`src/serial_irq_pkg.sv`:
```
// package: register map, field positions and reset values of the serial channel gating block
package serial_irq_pkg;

  localparam int unsigned ADDR_W = 8;

  // register byte offsets
  localparam logic [ADDR_W-1:0] SERIAL_CONTROL_OFF  = 8'h00;
  localparam logic [ADDR_W-1:0] GROUP_SRC_MASK_OFF  = 8'h04;
  localparam logic [ADDR_W-1:0] CTRL_MASK_A_OFF     = 8'h08;
  localparam logic [ADDR_W-1:0] CTRL_MASK_B_OFF     = 8'h0c;
  localparam logic [ADDR_W-1:0] PENDING_FLAG_OFF    = 8'h10;
  localparam logic [ADDR_W-1:0] IRQ_STATUS_OFF      = 8'h14;
  localparam logic [ADDR_W-1:0] IRQ_MASK_OFF        = 8'h18;
  localparam logic [ADDR_W-1:0] TX_DATA_OFF         = 8'h1c;
  localparam logic [ADDR_W-1:0] RX_DATA_OFF         = 8'h20;
  localparam logic [ADDR_W-1:0] CHAN_STATE_OFF      = 8'h24;

  // serial_control fields
  localparam int unsigned TX_ON_BIT           = 0;
  localparam int unsigned RX_ON_BIT           = 1;
  localparam int unsigned TX_EMPTY_IRQ_ON_BIT = 2;
  localparam int unsigned RX_IRQ_ON_BIT       = 3;
  localparam int unsigned TX_DONE_IRQ_ON_BIT  = 4;
  localparam logic [4:0]  SERIAL_CONTROL_MASK = 5'h1f;

  // source positions in irq status and irq mask; pending_flag holds only the lower four (no SRC_RX_DROP)
  localparam int unsigned SRC_RX_FULL  = 0;
  localparam int unsigned SRC_TX_EMPTY = 1;
  localparam int unsigned SRC_TX_DONE  = 2;
  localparam int unsigned SRC_GROUP    = 3;
  localparam int unsigned SRC_RX_DROP  = 4;
  localparam int unsigned PEND_W       = 4;
  localparam int unsigned STAT_W       = 5;

  // ctrl_mask_reg_b fields
  localparam int unsigned RX_LINE_BIT       = 0;
  localparam int unsigned TX_EMPTY_LINE_BIT = 1;
  localparam int unsigned TX_DONE_LINE_BIT  = 2;

  // chan_state fields; bit 3 is write-one-to-clear for the receive error
  localparam int unsigned ST_TX_PENDING_BIT = 0;
  localparam int unsigned ST_RX_FULL_BIT    = 1;
  localparam int unsigned ST_TX_EMPTY_BIT   = 2;
  localparam int unsigned ST_RX_ERROR_BIT   = 3;

  // reset values: everything off
  localparam logic [4:0] SERIAL_CONTROL_RST = 5'h00;
  localparam logic [2:0] CTRL_MASK_B_RST    = 3'h0;
  localparam logic [4:0] IRQ_MASK_RST       = 5'h00;
  localparam logic [7:0] DATA_RST           = 8'h00;

endpackage

```
`src/flag_bank.sv`:
```
// module: bank of sticky flags where a set in the same cycle beats a clear
module flag_bank #(
  parameter int unsigned WIDTH = 4
) (
  input  wire logic             clk_in,
  input  wire logic             srst_in,
  input  wire logic [WIDTH-1:0] set_in,
  input  wire logic [WIDTH-1:0] clr_in,
  output logic      [WIDTH-1:0] flags_out
);

  logic [WIDTH-1:0] flags_r;
  logic [WIDTH-1:0] flags_nxt;

  // set wins so an event landing on the clearing write is never lost
  assign flags_nxt = (flags_r & ~clr_in) | set_in;
  assign flags_out = flags_r;

  always_ff @(posedge clk_in) begin
    if (srst_in) begin
      flags_r <= '0;
    end else begin
      flags_r <= flags_nxt;
    end
  end

endmodule

```
`src/serial_channel_irq_gating.sv`:
```
// module: enables, data holding and two-level interrupt gating of one serial channel, wishbone slave
// Contract
// - transmit-on cleared: no transmission at all on the channel
// - receive-on cleared: reception off, no incoming frame accepted
// - transmit-empty enable cleared: no transmit-empty request raised
// - one receive enable gates both receive-full and receive-error requests
// - transmit-done enable cleared: no transmit-done request after last frame
// - writing zero to serial control clears all its enables together
// - receive-error request enters shared group only through group source bit
// - controller group line enable blocks the whole shared group request
// - controller receive line enable blocks the receive-full request
// - controller line enables block transmit-empty and transmit-done requests
// - controller keeps pending flag per source; writing zero clears it
//
// Chosen here: the register addresses and the Wishbone interface to the registers.
module serial_channel_irq_gating
  import serial_irq_pkg::*;
(
  input  wire logic              clk_in,
  input  wire logic              srst_in,
  // wishbone classic slave
  input  wire logic              wb_cyc_in,
  input  wire logic              wb_stb_in,
  input  wire logic              wb_we_in,
  input  wire logic [ADDR_W-1:0] wb_adr_in,
  input  wire logic [3:0]        wb_sel_in,
  input  wire logic [31:0]       wb_dat_in,
  output logic      [31:0]       wb_dat_out,
  output logic                   wb_ack_out,
  // shifter side, same clock
  output logic                   tx_enable_out,
  output logic                   tx_valid_out,
  output logic      [7:0]        tx_data_out,
  input  wire logic              tx_ready_in,
  input  wire logic              tx_idle_in,
  output logic                   rx_enable_out,
  input  wire logic              rx_valid_in,
  input  wire logic [7:0]        rx_data_in,
  input  wire logic              rx_error_in,
  // processor side request lines
  output logic      [PEND_W-1:0] pending_out,
  output logic                   irq_out
);

  function automatic logic reg_hit(input logic [ADDR_W-1:0] adr, input logic [ADDR_W-1:0] off);
    reg_hit = (adr == off);
  endfunction

  ////////////////////////////////////////////////////////////////////////////
  // bus handshake

  logic        ack_r;
  logic [31:0] rdata_r;
  logic        req;
  logic        fire;
  logic        wr_fire;
  logic        rd_fire;
  logic        lane0_wr;

  // ack one cycle after the request, dropped right after; the master holds until then
  assign req      = wb_cyc_in & wb_stb_in;
  assign fire     = req & ack_r;
  assign wr_fire  = fire & wb_we_in;
  assign rd_fire  = fire & ~wb_we_in;
  assign lane0_wr = wr_fire & wb_sel_in[0];

  // register write strobes, only byte lane 0 carries data
  logic wr_ctrl;
  logic wr_gsrc;
  logic wr_mask_a;
  logic wr_mask_b;
  logic wr_pend;
  logic wr_stat;
  logic wr_imask;
  logic wr_txd;
  logic wr_state;
  logic rd_rxd;

  assign wr_ctrl   = lane0_wr & reg_hit(wb_adr_in, SERIAL_CONTROL_OFF);
  assign wr_gsrc   = lane0_wr & reg_hit(wb_adr_in, GROUP_SRC_MASK_OFF);
  assign wr_mask_a = lane0_wr & reg_hit(wb_adr_in, CTRL_MASK_A_OFF);
  assign wr_mask_b = lane0_wr & reg_hit(wb_adr_in, CTRL_MASK_B_OFF);
  assign wr_pend   = lane0_wr & reg_hit(wb_adr_in, PENDING_FLAG_OFF);
  assign wr_stat   = lane0_wr & reg_hit(wb_adr_in, IRQ_STATUS_OFF);
  assign wr_imask  = lane0_wr & reg_hit(wb_adr_in, IRQ_MASK_OFF);
  assign wr_txd    = lane0_wr & reg_hit(wb_adr_in, TX_DATA_OFF);
  assign wr_state  = lane0_wr & reg_hit(wb_adr_in, CHAN_STATE_OFF);
  assign rd_rxd    = rd_fire & reg_hit(wb_adr_in, RX_DATA_OFF);

  ////////////////////////////////////////////////////////////////////////////
  // configuration registers

  logic [4:0] serial_control_r;
  logic       group_source_mask_r;
  logic       ctrl_mask_reg_a_r;
  logic [2:0] ctrl_mask_reg_b_r;
  logic [4:0] irq_mask_r;

  logic tx_on;
  logic rx_on;
  logic tx_empty_irq_on;
  logic rx_irq_on;
  logic tx_done_irq_on;
  logic channel_source_bit;
  logic group_line_on;
  logic rx_line_on;
  logic tx_empty_line_on;
  logic tx_done_line_on;

  assign tx_on              = serial_control_r[TX_ON_BIT];
  assign rx_on              = serial_control_r[RX_ON_BIT];
  assign tx_empty_irq_on    = serial_control_r[TX_EMPTY_IRQ_ON_BIT];
  assign rx_irq_on          = serial_control_r[RX_IRQ_ON_BIT];
  assign tx_done_irq_on     = serial_control_r[TX_DONE_IRQ_ON_BIT];
  assign channel_source_bit = group_source_mask_r;
  assign group_line_on      = ctrl_mask_reg_a_r;
  assign rx_line_on         = ctrl_mask_reg_b_r[RX_LINE_BIT];
  assign tx_empty_line_on   = ctrl_mask_reg_b_r[TX_EMPTY_LINE_BIT];
  assign tx_done_line_on    = ctrl_mask_reg_b_r[TX_DONE_LINE_BIT];

  // whole-register write
  // the control byte is loaded as a whole, so writing zero drops every enable at once
  always_ff @(posedge clk_in) begin
    if (srst_in) begin
      serial_control_r    <= SERIAL_CONTROL_RST;
      group_source_mask_r <= 1'b0;
      ctrl_mask_reg_a_r   <= 1'b0;
      ctrl_mask_reg_b_r   <= CTRL_MASK_B_RST;
      irq_mask_r          <= IRQ_MASK_RST;
    end else begin
      if (wr_ctrl) serial_control_r <= wb_dat_in[4:0] & SERIAL_CONTROL_MASK;
      if (wr_gsrc) group_source_mask_r <= wb_dat_in[0];
      if (wr_mask_a) ctrl_mask_reg_a_r <= wb_dat_in[0];
      if (wr_mask_b) ctrl_mask_reg_b_r <= wb_dat_in[2:0];
      if (wr_imask) irq_mask_r <= wb_dat_in[STAT_W-1:0];
    end
  end

  ////////////////////////////////////////////////////////////////////////////
  // transmit holding register

  logic [7:0] tx_data_r;
  logic       tx_pending_r;
  logic       tx_take;

  // transmit gate
  // data may sit in the holding register, but nothing leaves while transmit is off
  assign tx_valid_out  = tx_pending_r & tx_on;
  assign tx_enable_out = tx_on;
  assign tx_data_out   = tx_data_r;
  assign tx_take       = tx_valid_out & tx_ready_in;

  always_ff @(posedge clk_in) begin
    if (srst_in) begin
      tx_data_r    <= DATA_RST;
      tx_pending_r <= 1'b0;
    end else if (wr_txd) begin
      tx_data_r    <= wb_dat_in[7:0];
      tx_pending_r <= 1'b1;
    end else if (tx_take) begin
      tx_pending_r <= 1'b0;
    end
  end

  ////////////////////////////////////////////////////////////////////////////
  // receive holding register

  logic [7:0] rx_data_r;
  logic       rx_full_r;
  logic       rx_err_r;
  logic       rx_accept;
  logic       rx_drop;

  // receive gate
  // frames arriving while receive is off are dropped and only counted as an event
  assign rx_enable_out = rx_on;
  assign rx_accept     = rx_valid_in & rx_on;
  assign rx_drop       = rx_valid_in & ~rx_on;

  // a new frame beats the read that frees the register in the same cycle
  always_ff @(posedge clk_in) begin
    if (srst_in) begin
      rx_data_r <= DATA_RST;
      rx_full_r <= 1'b0;
    end else if (rx_accept) begin
      rx_data_r <= rx_data_in;
      rx_full_r <= 1'b1;
    end else if (rd_rxd) begin
      rx_full_r <= 1'b0;
    end
  end

  // receive error is sticky until software writes one to its state bit; set wins
  always_ff @(posedge clk_in) begin
    if (srst_in) begin
      rx_err_r <= 1'b0;
    end else if (rx_error_in & rx_on) begin
      rx_err_r <= 1'b1;
    end else if (wr_state & wb_dat_in[ST_RX_ERROR_BIT]) begin
      rx_err_r <= 1'b0;
    end
  end

  ////////////////////////////////////////////////////////////////////////////
  // channel-level requests

  logic rx_full_request;
  logic tx_empty_request;
  logic tx_done_request;
  logic rx_error_request;
  logic shared_error_group;

  // transmit requests
  // transmit requests only exist while transmit is on, so a disabled channel stays quiet
  assign tx_empty_request = tx_empty_irq_on & tx_on & ~tx_pending_r;
  assign tx_done_request  = tx_done_irq_on & tx_on & ~tx_pending_r & tx_idle_in;

  assign rx_full_request  = rx_irq_on & rx_full_r;
  assign rx_error_request = rx_irq_on & rx_err_r;

  assign shared_error_group = rx_error_request & channel_source_bit;

  ////////////////////////////////////////////////////////////////////////////
  // controller-level gating and pending flags

  logic [PEND_W-1:0] pend_set;
  logic [PEND_W-1:0] pend_clr;
  logic [PEND_W-1:0] pending_flag;

  // controller line enables
  // requests are levels, so a cleared flag sets again while its source stays active
  assign pend_set[SRC_RX_FULL]  = rx_full_request & rx_line_on;
  assign pend_set[SRC_TX_EMPTY] = tx_empty_request & tx_empty_line_on;
  assign pend_set[SRC_TX_DONE]  = tx_done_request & tx_done_line_on;
  assign pend_set[SRC_GROUP]    = shared_error_group & group_line_on;

  assign pend_clr = {PEND_W{wr_pend}} & ~wb_dat_in[PEND_W-1:0];

  flag_bank #(
    .WIDTH (PEND_W)
  ) pend_bank (
    .clk_in    (clk_in),
    .srst_in   (srst_in),
    .set_in    (pend_set),
    .clr_in    (pend_clr),
    .flags_out (pending_flag)
  );

  assign pending_out = pending_flag;

  ////////////////////////////////////////////////////////////////////////////
  // interrupt status, write one to clear, and the masked level output

  logic [STAT_W-1:0] stat_set;
  logic [STAT_W-1:0] stat_clr;
  logic [STAT_W-1:0] irq_status;

  assign stat_set = {rx_drop, pend_set};
  assign stat_clr = {STAT_W{wr_stat}} & wb_dat_in[STAT_W-1:0];

  flag_bank #(
    .WIDTH (STAT_W)
  ) stat_bank (
    .clk_in    (clk_in),
    .srst_in   (srst_in),
    .set_in    (stat_set),
    .clr_in    (stat_clr),
    .flags_out (irq_status)
  );

  assign irq_out = |(irq_status & irq_mask_r);

  ////////////////////////////////////////////////////////////////////////////
  // read mux, registered on the request cycle; unmapped addresses read zero

  logic [7:0] rd_byte;
  logic [7:0] chan_state;

  assign chan_state = {4'h0, rx_err_r, ~tx_pending_r & tx_on, rx_full_r, tx_pending_r};
  assign rd_byte =
    reg_hit(wb_adr_in, SERIAL_CONTROL_OFF) ? {3'h0, serial_control_r} :
    reg_hit(wb_adr_in, GROUP_SRC_MASK_OFF) ? {7'h00, group_source_mask_r} :
    reg_hit(wb_adr_in, CTRL_MASK_A_OFF)    ? {7'h00, ctrl_mask_reg_a_r} :
    reg_hit(wb_adr_in, CTRL_MASK_B_OFF)    ? {5'h00, ctrl_mask_reg_b_r} :
    reg_hit(wb_adr_in, PENDING_FLAG_OFF)   ? {4'h0, pending_flag} :
    reg_hit(wb_adr_in, IRQ_STATUS_OFF)     ? {3'h0, irq_status} :
    reg_hit(wb_adr_in, IRQ_MASK_OFF)       ? {3'h0, irq_mask_r} :
    reg_hit(wb_adr_in, TX_DATA_OFF)        ? tx_data_r :
    reg_hit(wb_adr_in, RX_DATA_OFF)        ? rx_data_r :
    reg_hit(wb_adr_in, CHAN_STATE_OFF)     ? chan_state : 8'h00;

  always_ff @(posedge clk_in) begin
    if (srst_in) begin
      ack_r   <= 1'b0;
      rdata_r <= 32'h0000_0000;
    end else begin
      ack_r   <= req & ~ack_r;
      rdata_r <= {24'h00_0000, rd_byte};
    end
  end

  assign wb_ack_out = ack_r;
  assign wb_dat_out = rdata_r;
endmodule

```
`config.mk`:
```
export PLATFORM = sky130hd
export DESIGN_NAME = serial_channel_irq_gating
export DESIGN_NICKNAME = d
export VERILOG_FILES = /design/src/serial_irq_pkg.sv /design/src/flag_bank.sv /design/src/serial_channel_irq_gating.sv
export SDC_FILE = /design/constraint.sdc
export NUM_CORES = 1
export LEC_CHECK = 0
export ABC_AREA = 1
export BUFFER_PORTS_ARGS = -buffer_cell sky130_fd_sc_hd__buf_4
export CAP_MARGIN = 20
export CORE_ASPECT_RATIO = 1.4
export CORE_UTILIZATION = 48
export CTS_CLUSTER_DIAMETER = 40
export CTS_CLUSTER_SIZE = 24
export DETAILED_ROUTE_END_ITERATION = 6
export MAX_ROUTING_LAYER = met4
export PLACE_DENSITY = 0.82
export SYNTH_ARGS = -nofsm -noshare
export SYNTH_HDL_FRONTEND = slang
export SYNTH_HIERARCHICAL = 1
export SYNTH_SLANG_ARGS = --single-unit
```
`constraint.sdc`:
```
create_clock -name clk_in -period 1.7 [get_ports clk_in]
set_input_delay 0.17 -clock clk_in [delete_from_list [all_inputs] [get_ports clk_in]]
set_output_delay 0.17 -clock clk_in [all_outputs]
set_load 0.01 [all_outputs]
```
==> reports/metrics.cfg <==
[run_status]
status=complete, no violations

[floorplan]
die_x_um=65.5
initial_utilization_pct=49.3
die_area_mm2=0.00595
core_area_mm2=0.00549
fp.dieH_um=90.8
io_pins=110
num_rows=32

[drt]
ant_nets=0
viasPerCell=5.00
wl_per_cell_um=13.0
first_pass_iters=5
routed_wl_um=6760
drtIter0Drc=112
via_count=2606
post-route-drc-count=0

[timing]
post-route-min-period_ns=1.55
rsz0062_at_grt=no
slew_violations=0
clock.fmax_ghz=0.647
worst_clock_skew_ns=0.00909
final_hold_viol_count=0
setup_viol=0
tns_ns=0
hold_ws_ns=0.0967
timing.final.crit_share_pct=91.0

[cts]
clock_path_buffers=2
cts_tree=built
ctsResizeCount=0
root_buffer=clkbuf_8
clk_pin_slew_ns=0.10
cts_setup_buffers=0
clock_latency_ns=0.31
cts_hold_buf=0
htreeDepth=2
cts_sinks=52
numCtsBuffers=5

[hold_path]
min_path_type=primary input to flip-flop

[layout]
fillers=524
final_nets=513
multiInputGateArea_mm2=0.00132
final_cell_mix=nand2_1 (76), buf_4 (65), dfxtp_1 (52)
antennaDiodeCount=0
seqCellArea_mm2=0.00104
area_growth_pct=19.6
drive_gt1_share_pct=22.7
final_common_cell=nand2_1
post-route-util_pct=59.0
stdcell_count=521

[critical_path]
critical_path_required_ns=1.89
end_kind=flip-flop
worstSetupPathType=flip-flop to flip-flop
arrival_ns=1.74
start_kind=flip-flop
crit_fanout=8

[global_route]
grt_max_degree=28
track_usage_pct=24.9
grt_first_pass_wirelength_um=11100
grt_pass1_vias=2469
grt-ovfl-total=0
grt_antenna_before_repair=0

[placement]
dp.cells=513
gp_congestion=0.950
dp_hpwl_um=5210
io_buffers=58

[synthesis]
syn-mean-instance-area_um2=6.98
synth-seq-cells=52
synth_seq_area_share_pct=38.5
synth.distinct_cells=32
syn_area_mm2=0.00271
ys.warnings.count=6
netlist_instances=388

[power]
ir_drop_mv=0.557
leakage_nw=1.37
p_per_area_mw_per_mm2=657

[flow_run]
drv_cap=0

-- per-layer routing --
metal,wire [um],share of wire [%],track usage [%]
met1,2620,39,27.5
met2,3470,51,41.7
met3,384,5.7,3.28
met4,284,4.2,14.7
met5,0,0,-
-- synth_stat cells --
library cell  instances  area share (%)
a21oi_1              43             8.0
a21oi_2               1            0.32
a221oi_1              1            0.32
a311oi_1              1            0.32
a31oi_1               1            0.23
buf_2                 1            0.18
buf_4                25             6.9
buf_6                 1            0.42
clkbuf_1              4            0.55
conb_1                1            0.14
dfxtp_1              52              38
inv_1                48             6.7
inv_2                 9             1.2
nand2_1              76              11
nand2_2               4            0.92
nand2_4               1            0.42
nand3_1              18             3.3
nand3_2               3             1.1
nand3_4               2             1.3
nand4_1               2            0.46
nor2_1               49             6.8
nor2_2                2            0.46
nor2_4                6             2.5
nor2_8                1            0.74
nor3_1                3            0.55
nor3_2                1            0.37
nor3_4                1            0.60
o211ai_1              2            0.55
o21ai_0              24             4.4
o21ai_1               3            0.55
o31ai_1               1            0.28
o41ai_1               1            0.32
-- critical path, cell delays in order, from the launching register on --
cell	delay [ns]
dfxtp_1	0.36
nand3_1	0.12
inv_2	0.08
nand3_2	0.12
inv_2	0.18
buf_4	0.16
nand2_1	0.12
nor2_1	0.14
inv_1	0.05
nand2_1	0.05
a21oi_1	0.06
-- power by group --
| part | total (mW) | internal, mW | switching, mW |
|---|---|---|---|
| registers | 1.22 | 1.22 | 0.00236 |
| logic | 0.193 | 0.0736 | 0.119 |
| clock network | 0.709 | 0.294 | 0.416 |
-- per-stage QoR --
stage | worst slack [ns] | power, mW | instance area (um2)
floorplan | 0.338 | 1.38 | 2790
global placement | 0.200 | 1.44 | 3150
detailed placement | 0.180 | 1.44 | 3150
CTS | 0.158 | 2.13 | 3240
global route | 0.0325 | 2.20 | 3240
finish | 0.153 | 2.12 | 3240
-- cells by family (layout without fill, tap and decap cells) --
family | after synthesis | after routing | synth area share, %
other | 1 | 24 | 0.139
AO/OA/AOI/OAI | 78 | 78 | 15.3
AND/OR/NAND/NOR | 169 | 169 | 30.1
flip-flops | 52 | 52 | 38.5
buffers and inverters | 88 | 130 | 16.0
-- final timing paths --
path / endpoint / depth (start not counted) / slack [ns] / startpoint
max reg2reg: stat_bank/flags_out[2] / 10 / 0.15 / wb_ack_out
min reg2reg: wb_ack_out / 1 / 0.45 / wb_ack_out
min: wb_ack_out / 3 / 0.1 / wb_stb_in
max: stat_bank/flags_out[2] / 10 / 0.15 / wb_ack_out
-- cell type report --
cell class,instances,area share [%]
clock buffer,6,2.24
clock inverter,2,0.503
inverter,57,6.61
timing repair buffer,65,15.1
tap,68,2.63
sequential,52,32.2
multi-input combinational,271,40.8
-- registers in the layout (all words and copies together), names as in the netlist --
signal	count
channel_source_bit	1
ctrl_mask_reg_a_r	1
ctrl_mask_reg_b_r	3
irq_mask_r	5
pend_bank/flags_out	4
rx_data_r	8
rx_err_r	1
rx_full_r	1
serial_control_r	5
stat_bank/flags_out	5
tx_data_out	8
tx_pending_r	1
wb_ack_out	1
wb_dat_out	8
Note: power is estimated with default switching activity, not from simulation.
